--- config.mk ---
export PLATFORM = sky130hd
export DESIGN_NAME = axcfg_regs
export DESIGN_NICKNAME = d
export VERILOG_FILES = /design/src/rtl/axcfg_pkg.sv /design/src/rtl/axcfg_field_reg.sv /design/src/rtl/axcfg_regs.sv
export VERILOG_INCLUDE_DIRS = /design/src /design/src/rtl
export SDC_FILE = /design/constraint.sdc
export NUM_CORES = 1
export LEC_CHECK = 0
export BUFFER_PORTS_ARGS = -buffer_cell sky130_fd_sc_hd__buf_2
export CAP_MARGIN = 0
export CORE_MARGIN = 2
export CORE_UTILIZATION = 47
export DETAILED_ROUTE_END_ITERATION = 8
export PLACE_DENSITY = 0.69
export SETUP_SLACK_MARGIN = 0.3
export SYNTH_ARGS = -nofsm -noshare
export SYNTH_HDL_FRONTEND = slang
export SYNTH_SLANG_ARGS = --single-unit
--- constraint.sdc ---
create_clock -name mclk -period 11.09 [get_ports mclk]
set_input_delay 1.6635 -clock mclk [delete_from_list [all_inputs] [get_ports mclk]]
set_output_delay 1.6635 -clock mclk [all_outputs]
set_load 0.01 [all_outputs]
--- src/rtl/axcfg_defs.svh ---
// offsets, field positions, reset values and limits of the exposure loop register bank
`ifndef AXCFG_DEFS_SVH
`define AXCFG_DEFS_SVH

// ------------------------------------------------------------
// addressing
// ------------------------------------------------------------
`define AXCFG_ADDR_W        8
`define AXCFG_DATA_W        16
`define AXCFG_BASE          8'ha0
`define AXCFG_OFS_CTRL      8'h00
`define AXCFG_OFS_TARGET    8'h01
`define AXCFG_OFS_RED       8'h02
`define AXCFG_OFS_GREEN1    8'h03
`define AXCFG_OFS_GREEN2    8'h04
`define AXCFG_OFS_BLUE      8'h05
`define AXCFG_OFS_MIN_EXP   8'h08
`define AXCFG_OFS_MAX_EXP   8'h0a
`define AXCFG_OFS_PIX_LO    8'h18
`define AXCFG_OFS_PIX_HI    8'h19

// ------------------------------------------------------------
// control fields
// ------------------------------------------------------------
`define AXCFG_CTRL_W        5
`define AXCFG_BIT_ENABLE    0
`define AXCFG_BIT_RESTART   1
`define AXCFG_BIT_FREEZE    2
`define AXCFG_BIT_SUBSAMPLE 3
`define AXCFG_BIT_PRIORITY  4

// ------------------------------------------------------------
// reset values
// ------------------------------------------------------------
`define AXCFG_RST_CTRL      5'h10
`define AXCFG_RST_TARGET    16'h60b8
`define AXCFG_RST_WEIGHT    10'h080
`define AXCFG_RST_MIN_EXP   16'h0001
`define AXCFG_RST_MAX_EXP   16'h03ff

// ------------------------------------------------------------
// field widths and datapath
// ------------------------------------------------------------
`define AXCFG_TARGET_W      10
`define AXCFG_WEIGHT_W      10
`define AXCFG_WEIGHT_FRAC   7
`define AXCFG_PIX_W         10
`define AXCFG_COUNT_W       19
`define AXCFG_SUM_W         32
`define AXCFG_SUBSAMPLE_N   2'h3

`endif

--- src/rtl/axcfg_pkg.sv ---
// types of the exposure loop register bank
package axcfg_pkg;

    typedef enum logic [1:0] {
        AXCFG_RED,
        AXCFG_GREEN1,
        AXCFG_GREEN2,
        AXCFG_BLUE
    } axcfg_color_t;

    typedef enum {
        ST_IDLE,
        ST_ACCUM,
        ST_UPDATE
    } axcfg_state_t;

endpackage : axcfg_pkg

--- src/rtl/axcfg_field_reg.sv ---
// one writable register field with its own reset value
`timescale 1ns/10ps

module axcfg_field_reg #(
    parameter int          W   = 16,
    parameter logic [W-1:0] RST = '0
) (
    // clock and reset
    input  wire logic         mclk,
    input  wire logic         rst_n,
    // write side
    input  wire logic         wr_en,
    input  wire logic [W-1:0] wr_data,
    // stored value
    output logic      [W-1:0] q
);

    initial begin
        if (W < 1 || W > 16) begin
            $error("axcfg_field_reg: width out of range");
        end
    end

    logic [W-1:0] q_reg;

    always_ff @(posedge mclk or negedge rst_n) begin
        if (!rst_n) begin
            q_reg <= RST;
        end else if (wr_en) begin
            q_reg <= wr_data;
        end
    end

    assign q = q_reg;

endmodule : axcfg_field_reg

--- src/rtl/axcfg_regs.sv ---
// exposure loop configuration registers with statistics and loop filter
//
// What this block does
// - freeze holds filter state and stage gains
// - subsample bit uses every pixel or every 4th
// - priority one favours stage 1, zero stage 2
// - 10-bit target intensity, reset 184
// - red weight 3.7 unsigned, reset unity
// - green1, green2, blue weights 3.7, reset unity
// - exposure pulled within min and max limits at each loop update while enabled and not frozen
// - read-only 19-bit sampled pixel count, two registers
`timescale 1ns/10ps
`include "axcfg_defs.svh"

module axcfg_regs #(
    parameter int         STAGE1_MAX = 1,
    parameter int         STAGE2_MAX = 3
) (
    // clock and reset
    input  wire logic                          mclk,
    input  wire logic                          rst_n,
    // configuration port
    input  wire logic [`AXCFG_ADDR_W-1:0]      cfg_addr,
    input  wire logic                          cfg_wr,
    input  wire logic [`AXCFG_DATA_W-1:0]      cfg_wdata,
    input  wire logic                          cfg_rd,
    output logic      [`AXCFG_DATA_W-1:0]      cfg_rdata,
    output logic                               cfg_rvalid,
    // pixel statistics input
    input  wire logic                          pix_valid,
    input  wire logic [`AXCFG_PIX_W-1:0]       pix_data,
    input  wire axcfg_pkg::axcfg_color_t       pix_color,
    input  wire logic                          frame_end,
    // loop results
    output logic      [`AXCFG_DATA_W-1:0]      exposure,
    output logic      [1:0]                    gain_stage1,
    output logic      [1:0]                    gain_stage2,
    output logic                               loop_active
);
    import axcfg_pkg::*;

    initial begin
        if (STAGE1_MAX < 0 || STAGE1_MAX > 3 || STAGE2_MAX < 0 || STAGE2_MAX > 3) begin
            $error("axcfg_regs: stage gain limit out of range");
        end
    end

    localparam logic [1:0] S1_MAX = 2'(STAGE1_MAX);
    localparam logic [1:0] S2_MAX = 2'(STAGE2_MAX);

    // ------------------------------------------------------------
    // address decode
    // ------------------------------------------------------------
    wire logic [`AXCFG_ADDR_W-1:0] ofs       = cfg_addr - `AXCFG_BASE;
    wire logic                     in_block  = cfg_addr >= `AXCFG_BASE;
    wire logic                     wr_ctrl   = cfg_wr && in_block && ofs == `AXCFG_OFS_CTRL;
    wire logic                     wr_target = cfg_wr && in_block && ofs == `AXCFG_OFS_TARGET;
    wire logic                     wr_red    = cfg_wr && in_block && ofs == `AXCFG_OFS_RED;
    wire logic                     wr_green1 = cfg_wr && in_block && ofs == `AXCFG_OFS_GREEN1;
    wire logic                     wr_green2 = cfg_wr && in_block && ofs == `AXCFG_OFS_GREEN2;
    wire logic                     wr_blue   = cfg_wr && in_block && ofs == `AXCFG_OFS_BLUE;
    wire logic                     wr_min    = cfg_wr && in_block && ofs == `AXCFG_OFS_MIN_EXP;
    wire logic                     wr_max    = cfg_wr && in_block && ofs == `AXCFG_OFS_MAX_EXP;

    // ------------------------------------------------------------
    // writable registers
    // ------------------------------------------------------------
    logic [`AXCFG_CTRL_W-1:0]   ctrl_q;
    logic [`AXCFG_DATA_W-1:0]   target_q;
    logic [`AXCFG_WEIGHT_W-1:0] red_q;
    logic [`AXCFG_WEIGHT_W-1:0] green1_q;
    logic [`AXCFG_WEIGHT_W-1:0] green2_q;
    logic [`AXCFG_WEIGHT_W-1:0] blue_q;
    logic [`AXCFG_DATA_W-1:0]   min_exp_q;
    logic [`AXCFG_DATA_W-1:0]   max_exp_q;

    axcfg_field_reg #(.W(`AXCFG_CTRL_W), .RST(`AXCFG_RST_CTRL)) u_ctrl (
        .mclk(mclk), .rst_n(rst_n), .wr_en(wr_ctrl),
        .wr_data(cfg_wdata[`AXCFG_CTRL_W-1:0]), .q(ctrl_q)
    );
    axcfg_field_reg #(.W(`AXCFG_DATA_W), .RST(`AXCFG_RST_TARGET)) u_target (
        .mclk(mclk), .rst_n(rst_n), .wr_en(wr_target), .wr_data(cfg_wdata), .q(target_q)
    );
    axcfg_field_reg #(.W(`AXCFG_WEIGHT_W), .RST(`AXCFG_RST_WEIGHT)) u_red (
        .mclk(mclk), .rst_n(rst_n), .wr_en(wr_red),
        .wr_data(cfg_wdata[`AXCFG_WEIGHT_W-1:0]), .q(red_q)
    );
    axcfg_field_reg #(.W(`AXCFG_WEIGHT_W), .RST(`AXCFG_RST_WEIGHT)) u_green1 (
        .mclk(mclk), .rst_n(rst_n), .wr_en(wr_green1),
        .wr_data(cfg_wdata[`AXCFG_WEIGHT_W-1:0]), .q(green1_q)
    );
    axcfg_field_reg #(.W(`AXCFG_WEIGHT_W), .RST(`AXCFG_RST_WEIGHT)) u_green2 (
        .mclk(mclk), .rst_n(rst_n), .wr_en(wr_green2),
        .wr_data(cfg_wdata[`AXCFG_WEIGHT_W-1:0]), .q(green2_q)
    );
    axcfg_field_reg #(.W(`AXCFG_WEIGHT_W), .RST(`AXCFG_RST_WEIGHT)) u_blue (
        .mclk(mclk), .rst_n(rst_n), .wr_en(wr_blue),
        .wr_data(cfg_wdata[`AXCFG_WEIGHT_W-1:0]), .q(blue_q)
    );
    axcfg_field_reg #(.W(`AXCFG_DATA_W), .RST(`AXCFG_RST_MIN_EXP)) u_min (
        .mclk(mclk), .rst_n(rst_n), .wr_en(wr_min), .wr_data(cfg_wdata), .q(min_exp_q)
    );
    axcfg_field_reg #(.W(`AXCFG_DATA_W), .RST(`AXCFG_RST_MAX_EXP)) u_max (
        .mclk(mclk), .rst_n(rst_n), .wr_en(wr_max), .wr_data(cfg_wdata), .q(max_exp_q)
    );

    wire logic enable_bit  = ctrl_q[`AXCFG_BIT_ENABLE];
    wire logic freeze_bit  = ctrl_q[`AXCFG_BIT_FREEZE];
    wire logic subsamp_bit = ctrl_q[`AXCFG_BIT_SUBSAMPLE];
    wire logic stage1_pri  = ctrl_q[`AXCFG_BIT_PRIORITY];
    // restart acts on the write itself
    wire logic restart     = wr_ctrl && cfg_wdata[`AXCFG_BIT_RESTART];
    wire logic [`AXCFG_TARGET_W-1:0] target = target_q[`AXCFG_TARGET_W-1:0];

    // ------------------------------------------------------------
    // statistics path
    // ------------------------------------------------------------
    axcfg_state_t state_reg, state_next;
    logic [1:0]                 sub_cnt_reg;
    logic [`AXCFG_SUM_W-1:0]    sum_reg;
    logic [`AXCFG_COUNT_W-1:0]  cnt_reg;
    logic [`AXCFG_COUNT_W-1:0]  total_reg;
    logic                       bright_reg;

    // every 4th pixel when subsampling
    wire logic take_pix = pix_valid && (!subsamp_bit || sub_cnt_reg == 2'h0);
    wire logic [`AXCFG_WEIGHT_W-1:0] weight =
        pix_color == AXCFG_RED    ? red_q    :
        pix_color == AXCFG_GREEN1 ? green1_q :
        pix_color == AXCFG_GREEN2 ? green2_q : blue_q;
    wire logic [`AXCFG_PIX_W+`AXCFG_WEIGHT_W-1:0] product = pix_data * weight;
    wire logic [`AXCFG_SUM_W-1:0] weighted =
        `AXCFG_SUM_W'(product[`AXCFG_PIX_W+`AXCFG_WEIGHT_W-1:`AXCFG_WEIGHT_FRAC]);
    // widen both operands so the product keeps all of its bits
    wire logic [`AXCFG_SUM_W-1:0] goal = `AXCFG_SUM_W'(target) * `AXCFG_SUM_W'(cnt_reg);
    wire logic cnt_full = &cnt_reg;
    wire logic run      = enable_bit && !freeze_bit;

    always_comb begin
        state_next = state_reg;
        case (state_reg)
            ST_IDLE:   if (enable_bit) begin
                state_next = ST_ACCUM;
            end
            ST_ACCUM:  if (!enable_bit) begin
                state_next = ST_IDLE;
            end else if (frame_end) begin
                state_next = ST_UPDATE;
            end
            ST_UPDATE: state_next = ST_ACCUM;
            default:   state_next = ST_IDLE;
        endcase
    end

    always_ff @(posedge mclk or negedge rst_n) begin
        if (!rst_n) begin
            state_reg   <= ST_IDLE;
            sub_cnt_reg <= 2'h0;
            sum_reg     <= '0;
            cnt_reg     <= '0;
        end else begin
            state_reg <= restart ? ST_IDLE : state_next;
            if (state_reg != ST_ACCUM || restart) begin
                sub_cnt_reg <= 2'h0;
                sum_reg     <= '0;
                cnt_reg     <= '0;
            end else if (pix_valid) begin
                sub_cnt_reg <= sub_cnt_reg == `AXCFG_SUBSAMPLE_N ? 2'h0 : sub_cnt_reg + 2'h1;
                if (take_pix && !cnt_full) begin
                    sum_reg <= sum_reg + weighted;
                    cnt_reg <= cnt_reg + `AXCFG_COUNT_W'(1);
                end
            end
        end
    end

    always_ff @(posedge mclk or negedge rst_n) begin
        if (!rst_n) begin
            total_reg  <= '0;
            bright_reg <= 1'b0;
        end else if (state_reg == ST_ACCUM && frame_end && enable_bit) begin
            total_reg  <= cnt_reg;
            bright_reg <= sum_reg > goal;
        end
    end

    // ------------------------------------------------------------
    // loop filter: raise exposure before gains, shed gains before exposure, stages by priority
    // ------------------------------------------------------------
    logic [`AXCFG_DATA_W-1:0] exp_reg, exp_next;
    logic [1:0]               g1_reg, g1_next, g2_reg, g2_next;
    logic                     active_reg;

    wire logic too_dark = !bright_reg;
    wire logic g1_up    = g1_reg < S1_MAX;
    wire logic g2_up    = g2_reg < S2_MAX;

    always_comb begin
        exp_next = exp_reg;
        g1_next  = g1_reg;
        g2_next  = g2_reg;
        if (exp_reg < min_exp_q) begin
            exp_next = min_exp_q;
        end else if (exp_reg > max_exp_q) begin
            exp_next = max_exp_q;
        end else if (too_dark) begin
            if (exp_reg < max_exp_q) begin
                exp_next = exp_reg + 16'h0001;
            end else if (stage1_pri ? g1_up : !g2_up && g1_up) begin
                g1_next = g1_reg + 2'h1;
            end else if (g2_up) begin
                g2_next = g2_reg + 2'h1;
            end
        end else begin
            // shed the less favoured stage first
            if (stage1_pri ? g2_reg != 2'h0 : g1_reg == 2'h0 && g2_reg != 2'h0) begin
                g2_next = g2_reg - 2'h1;
            end else if (g1_reg != 2'h0) begin
                g1_next = g1_reg - 2'h1;
            end else if (exp_reg > min_exp_q) begin
                exp_next = exp_reg - 16'h0001;
            end
        end
    end

    always_ff @(posedge mclk or negedge rst_n) begin
        if (!rst_n) begin
            exp_reg    <= `AXCFG_RST_MIN_EXP;
            g1_reg     <= 2'h0;
            g2_reg     <= 2'h0;
            active_reg <= 1'b0;
        end else begin
            active_reg <= enable_bit;
            if (restart) begin
                exp_reg <= min_exp_q;
                g1_reg  <= 2'h0;
                g2_reg  <= 2'h0;
            end else if (state_reg == ST_UPDATE && run) begin
                exp_reg <= exp_next;
                g1_reg  <= g1_next;
                g2_reg  <= g2_next;
            end
        end
    end

    // ------------------------------------------------------------
    // read path
    // ------------------------------------------------------------
    logic [`AXCFG_DATA_W-1:0] rd_mux;

    always_comb begin
        rd_mux = '0;
        if (in_block) begin
            case (ofs)
                `AXCFG_OFS_CTRL:    rd_mux = `AXCFG_DATA_W'(ctrl_q);
                `AXCFG_OFS_TARGET:  rd_mux = target_q;
                `AXCFG_OFS_RED:     rd_mux = `AXCFG_DATA_W'(red_q);
                `AXCFG_OFS_GREEN1:  rd_mux = `AXCFG_DATA_W'(green1_q);
                `AXCFG_OFS_GREEN2:  rd_mux = `AXCFG_DATA_W'(green2_q);
                `AXCFG_OFS_BLUE:    rd_mux = `AXCFG_DATA_W'(blue_q);
                `AXCFG_OFS_MIN_EXP: rd_mux = min_exp_q;
                `AXCFG_OFS_MAX_EXP: rd_mux = max_exp_q;
                `AXCFG_OFS_PIX_LO:  rd_mux = total_reg[15:0];
                `AXCFG_OFS_PIX_HI:  rd_mux = `AXCFG_DATA_W'(total_reg[`AXCFG_COUNT_W-1:16]);
                default:            rd_mux = '0;
            endcase
        end
    end

    logic [`AXCFG_DATA_W-1:0] rdata_reg;
    logic                     rvalid_reg;

    always_ff @(posedge mclk or negedge rst_n) begin
        if (!rst_n) begin
            rdata_reg  <= '0;
            rvalid_reg <= 1'b0;
        end else begin
            rvalid_reg <= cfg_rd;
            if (cfg_rd) begin
                rdata_reg <= rd_mux;
            end
        end
    end

    assign cfg_rdata   = rdata_reg;
    assign cfg_rvalid  = rvalid_reg;
    assign exposure    = exp_reg;
    assign gain_stage1 = g1_reg;
    assign gain_stage2 = g2_reg;
    assign loop_active = active_reg;

endmodule : axcfg_regs

==> results by group, run 1 <==
Status
  – Status: complete, no violations

Yosys
  – Syn Nets: 2745
  – Syn Area/Cell: 9.32 µm²
  – Syn Inst Count: 2292
  – Number of synthesized flops with an enable pin: 0
  – Cell area after synthesis: 21400 µm²
  – Largest cells by area after synthesis: dfrtp_1 21%, fa_1 18%, ha_1 13%
  – Post-synthesis cell type count: 74
  – Ys async rst share: 100%
  – Post-synth top flop: dfrtp_1
  – Post-synthesis sequential area ratio: between 20 and 25%
  – #FFs+latches synth: 206
  – Yosys top cell by area: dfrtp_1
  – Yosys warns: 0
  – Top cell type's share of synthesized area: 21.4%

Clock network
  – CTS tree: done
  – Clock slew seen by the registers of the worst setup and hold paths: ~60 ps
  – Num CTS Buffers: 25
  – Post-CTS Setup Bufs: 0
  – H-Tree Depth: 1
  – CTS max path bufs: 3
  – Clk sinks: 206
  – Post-CTS resize count: 0
  – CTS hold repair buffers: 0
  – CTS root buf: clkbuf_16
  – Worst skew pair latency: 560 ps

GRT
  – Gr usage total: 24.6%
  – First-pass GRT wire length: roughly 93 mm
  – Vias in the first global route: 17.5k
  – Initial antenna violation count: 0
  – Grt ovf: 0
  – Largest net degree at the start of global routing: 74

Finish
  – Fin nets: 2776
  – Most common cell after layout, fill and taps aside: inv_1
  – Layout cells sized above 1: 12.1%
  – Area growth syn-to-layout: 8.47%
  – Most frequent cells in the layout: 303 x inv_1, 278 x nand2_1, 214 x ha_1, 197 x fa_1, 183 x dfrtp_1
  – # diodes: 0
  – Filler cells: 4188
  – Non-Filler Instances: 2942
  – Number of flip-flops under the largest register name: 32

Hold path
  – Worst min path class: flop to flop
  – WHS Path Cells: 1
  – Hold Crit Start: total_reg[12]
  – Worst hold endpoint: total_reg[12]

Critical path
  – Worst R2R End: sum_reg[18]
  – Data required time of the critical path: 11500 ps
  – Crit start category: input pin
  – Max incr delay on CP: about 1100 ps
  – R2R depth: 27
  – FF-to-FF Start: u_blue.q[6]
  – Critical Path Sink Type: flop
  – WP depth: 28
  – Critical path buffers and inverters: 5
  – Slowest CP cell: o31ai_1
  – Critical path start-end classification: input pin to flop
  – Critical path arrival: 9570 ps
  – Top Family by Delay on Critical Path: adder cells
  – Critical path peak fanout: 10
  – CP dominant cell by count: fa_1
  – R2R Setup Slk: 2970 ps

Routing
  – Vias per inst: approximately 5.7
  – First-pass DRT Iterations: 7
  – Initial DRC Count: 1301
  – Routed vias: 16.9k
  – Detail Route Antenna Nets: 0
  – Routed WL per cell: 19.1 µm
  – Residual DRC: 0
  – Final WL: approximately 56 mm

Floorplan
  – Die Y: 217 µm
  – Core area: 45100 µm²
  – Row cnt: 78
  – Starting Density: 47.4%
  – I/O pin count: 80
  – DIE WIDTH: 217 µm
  – Die ar.: 47200 µm²

Timing
  – Post-route clock period utilization: ~83%
  – Worst rel slew slack: a little over an eighth
  – Max Freq: 109 MHz
  – Final critical-path required period: between 9000 and 10000 ps
  – Slew @ Worst Pin: around 1300 ps
  – RSZ-0062 raised after global routing: false
  – Final Worst Setup Slack: 1930 ps
  – Worst Skew: between 20 and 30 ps
  – # setup viols final: 0
  – Max-slew violation count: 0
  – Endpoints failing hold: 0
  – Setup_tns: 0 ps

Power and ir drop
  – Switching Fraction: between 20% and 30%
  – VDD IR max: 0.109 mV
  – Reg power frac: 43.0%
  – Clock power frac: 47.3%
  – Cell area power density: slightly below 80 nW/µm²
  – Internal power: around 1.3 mW
  – P_sw: 0.482 mW
  – Logic pwr share: roughly a tenth
  – P_leak: roughly 12 nW

Placed design
  – Dpl hpwl: 42.8 mm
  – I/O Buffers: 79
  – Placed insts: 2896
  – Placement Setup Slack: 1460 ps
  – Final GP Congestion: around 0.93

Job
  – Max Cap Viol: 0
==> per-layer routing <==
layer  track usage, %  wire length, µm
met1             34.0            24700
met5                0                0
met4             7.92             1650
met3             4.18             3850
met2             39.5            26100
==> per-stage QoR <==
step	instance area [µm²]	power (mW)	hold slack, ps	util (%)
3_3_place_gp	22300	0.969	488	49.5
3_5_place_dp	22300	0.974	494	49.5
2_1_floorplan	21400	0.898	417	-
5_1_grt	23200	1.89	519	51.4
4_1_cts	23200	1.84	507	51.4
6_report	23200	1.83	504	51.4
==> logic make-up after synthesis <==
group                      Yosys count  synth area share, %
and+or+nand+nor                    701                 16.1
adders and majority gates          411                 31.0
buffers and inverters              394                 6.97
AOI/OAI and AO/OA                  385                 12.0
DFF                                206                 24.3
muxes                              101                 5.83
xor gates and xnor gates            94                 3.85
==> power groups by stage <==
stage                     Sequential (mW)  Clock [mW]  Combinational (mW)
after CTS                           0.786       0.876               0.177
final                               0.786       0.865               0.177
after global placement              0.798           0               0.170
after detailed placement            0.799           0               0.176
after global routing                0.787       0.902               0.199
after floorplan                     0.788           0               0.110
==> synth_stat cells, types with 16 or more instances <==
master      n
o22ai_1    16
dfstp_2    23
o21a_1     17
xnor2_1    51
xor2_1     43
a21oi_1    82
a22oi_1    19
inv_1     303
and2_1    141
nor2b_1    16
o21ai_0   100
nand2_1   278
nand3_1    20
clkbuf_1   74
mux2_2     87
ha_1      214
fa_1      197
a21o_1     37
and3_1     18
nor3_1     33
nand4_1    20
nor2_1    114
dfrtp_1   183
==> final cells by class <==
| class | instances | area (µm²) | area share, % |
|---|---|---|---|
| inverter | 303 | 1140 | 4.91 |
| clock inverter | 12 | 163 | 0.702 |
| clock buffer | 34 | 699 | 3.02 |
| tap | 600 | 751 | 3.24 |
| multi-input combinational | 1692 | 14700 | 63.5 |
| sequential | 206 | 5180 | 22.4 |
| timing repair buffer | 95 | 524 | 2.26 |
==> how the worst max path moves through the flow <==
| stage | startpoint | endpoint | slack (ps) |
|---|---|---|---|
| 6_report | pix_color[0] | sum_reg[18] | 1930 |
| 3_3_place_gp | pix_color[0] | sum_reg[28] | 1550 |
| 3_5_place_dp | pix_color[0] | sum_reg[18] | 1460 |
| 4_1_cts | pix_color[0] | sum_reg[18] | 2020 |
| 2_1_floorplan | pix_color[0] | sum_reg[15] | 2370 |
| 5_1_grt | pix_color[0] | sum_reg[28] | 1420 |
No activity file was read; power rests on OpenSTA's default activity.
==> inputs of run 2 (changes only) <==
- ABC_AREA: unset -> 1
- clock period: 11.09 -> 8.8 ns (I/O delays scaled with it)
==> run 2 against run 1 <==
Sequential power rose by 26%. Flip-flop and latch count did not move. Power rose by 51%. Register-to-register slack got worse by 1200 ps. First-iteration DRC count rose by 40%.
==> results by group, run 2 <==
Timing
  – Max Freq: 128 MHz
  – Endpoints failing hold: 0
  – Worst rel slew slack: between 30% and 40%
  – Setup_tns: 0 ps
  – RSZ-0062 raised after global routing: false
  – Final critical-path required period: about 7800 ps
  – Slew @ Worst Pin: 1020 ps
  – Worst Skew: between 10 and 15 ps
  – Max-slew violation count: 0
  – Post-route clock period utilization: roughly nine tenths
  – # setup viols final: 0
  – Final Worst Setup Slack: ~980 ps

Hold path
  – Worst min path class: flop to flop
  – WHS Path Cells: 2
  – Hold Crit Start: cfg_rdata[3]
  – Worst hold endpoint: cfg_rdata[3]

Critical path
  – Critical path arrival: 8300 ps
  – Max incr delay on CP: 550 ps
  – Worst R2R End: bright_reg
  – Crit start category: input pin
  – Critical path start-end classification: input pin to flop
  – CP dominant cell by count: nand2_1
  – Critical Path Sink Type: flop
  – Slowest CP cell: fa_1
  – FF-to-FF Start: u_target.q[9]
  – Data required time of the critical path: 9270 ps
  – R2R Setup Slk: roughly 1700 ps
  – R2R depth: 26
  – Critical path peak fanout: 11

Clock network
  – Num CTS Buffers: 26
  – CTS tree: done
  – CTS root buf: clkbuf_16
  – CTS max path bufs: 3
  – Clk sinks: between 200 and 250
  – CTS hold repair buffers: 0
  – Worst skew pair latency: about 550 ps
  – H-Tree Depth: 1
  – Clock slew seen by the registers of the worst setup and hold paths: 60 ps

Yosys
  – Number of synthesized flops with an enable pin: 0
  – Post-synth top flop: dfrtp_1
  – #FFs+latches synth: 206
  – Yosys warns: 0
  – Synth cell count leaders: 827 x nand2_1, 524 x inv_1, 221 x o21ai_0, 214 x ha_1, 214 x nor2_1
  – Post-synthesis sequential area ratio: 23.1%
  – Ys async rst share: 100%
  – Syn Area/Cell: 7.44 µm²
  – Syn Nets: roughly 3.5k
  – Most frequent cell after synthesis: nand2_1
  – Yosys top cell by area: dfrtp_1
  – Syn Inst Count: about 3k
  – Cell area after synthesis: 22400 µm²
  – Largest cells by area after synthesis: dfrtp_1 20%, fa_1 18%, nand2_1 14%
  – Post-synthesis cell type count: between 50 and 60
  – Top cell type's share of synthesized area: 20.4%

Status
  – Status: complete, no violations

Finish
  – Area growth syn-to-layout: 7.79%
  – Most common cell after layout, fill and taps aside: nand2_1
  – Fin util: between 50% and 60%
  – Most frequent cells in the layout: 827 x nand2_1, 523 x inv_1, 221 x o21ai_0, 214 x nor2_1, 214 x ha_1
  – Non-Filler Instances: 3682
  – Fin nets: 3500
  – Layout cells sized above 1: 5.94%
  – Number of flip-flops under the largest register name: 32

Placed design
  – Final GP Congestion: 0.946
  – Placed insts: 3634
  – Placement Setup Slack: around 320 ps
  – I/O Buffers: 79
  – Dpl hpwl: 51.5 mm

Floorplan
  – Die Y: 222 µm
  – Starting Density: 47.3%
  – Row cnt: 80
  – Core area: about 47000 µm²
  – I/O pin count: 80
  – DIE WIDTH: between 200 and 250 µm
  – Die ar.: 49500 µm²

GRT
  – First-pass GRT wire length: 107 mm
  – Initial antenna violation count: 1
  – Vias in the first global route: 20.3k
  – Gr usage total: a little over a quarter
  – Largest net degree at the start of global routing: 83
  – Grt ovf: 0

Power and ir drop
  – Reg power frac: around 36%
  – Clock power frac: 37.9%
  – P_sw: 0.941 mW
  – VDD IR max: around 0.13 mV
  – P_leak: 13.2 nW
  – Switching Fraction: 34.1%
  – Logic pwr share: 26.2%
  – Cell area power density: 114 nW/µm²
  – Internal power: ~1.8 mW

Routing
  – DR top layer: met4
  – Metal3 WL: 4.57 mm
  – Initial DRC Count: 1825
  – Routed vias: 20.1k
  – Routed length on met2: 29.0 mm
  – Vias per inst: 5.46
  – First-pass DRT Iterations: 8
  – Residual DRC: 0
  – WL met1: 28.6 mm
  – Routed WL per cell: 17.5 µm
  – Detail Route Antenna Nets: 0
  – Final WL: 64.3 mm

Job
  – Max Cap Viol: 0
[run 2: cell type report]
type,count,area (µm²)
multi-input combinational,2185,14900
clock buffer,35,684
inverter,535,2010
sequential,206,5180
clock inverter,12,139
tap,615,769
fill,4717,23300
timing repair buffer,93,510
antenna,1,2.50
[run 2: cell families (layout without fill, tap and decap cells)]
kind of cell	Yosys count	in the layout	share of synthesized area, %
compound gates	466	466	11.5
fa+ha+maj	411	411	29.5
simple gates	1239	1239	22.5
other cells	0	1	0
xor+xnor	66	66	2.58
buf+inv	624	675	10.6
flops	206	206	23.1
mux	3	3	0.151
[run 2: metal layers]
metal,GRT usage (%),up-vias
met5,0,-
met4,8.34,0
met3,3.49,118
met2,42.5,704
met1,37.9,9698
li1,-,9580
[run 2: through the flow]
step	cell area, µm²	power [mW]	hold slack (ps)
after floorplan	22400	1.50	352
after global placement	23300	1.71	460
after detailed placement	23300	1.72	465
after CTS	24200	2.77	481
after global routing	24200	2.91	504
final	24200	2.76	480
[run 2: worst max path at each step]
stage,startpoint,endpoint,depth (start not counted)
3_5_place_dp,pix_color[0],sum_reg[24],34
3_3_place_gp,pix_color[0],sum_reg[21],38
2_1_floorplan,pix_color[1],sum_reg[21],36
5_1_grt,pix_color[1],sum_reg[18],37
4_1_cts,pix_color[0],sum_reg[18],34
6_report,pix_color[0],sum_reg[24],34
[run 2: power groups by stage]
stage               combinational, mW  sequential (mW)  clock [mW]
global placement                0.707             1.01           0
finish                          0.721            0.992        1.04
CTS                             0.721            0.991        1.06
global route                    0.816            0.993        1.10
floorplan                       0.507            0.992           0
detailed placement              0.715             1.01           0
[run 2: worst max-delay path, delay by kind of cell]
kind                     cells  cell delay [ps]
AO/OA/AOI/OAI                7             1690
adder cells (fa/ha/maj)      7             3160
buffers and inverters        7              630
AND/OR/NAND/NOR             13             1500
[run 2: what timing repair did]
item                       in CTS  in global routing
setup endpoints to repair       0                  4
gates resized for setup         0                  4
setup buffers                   0                  0
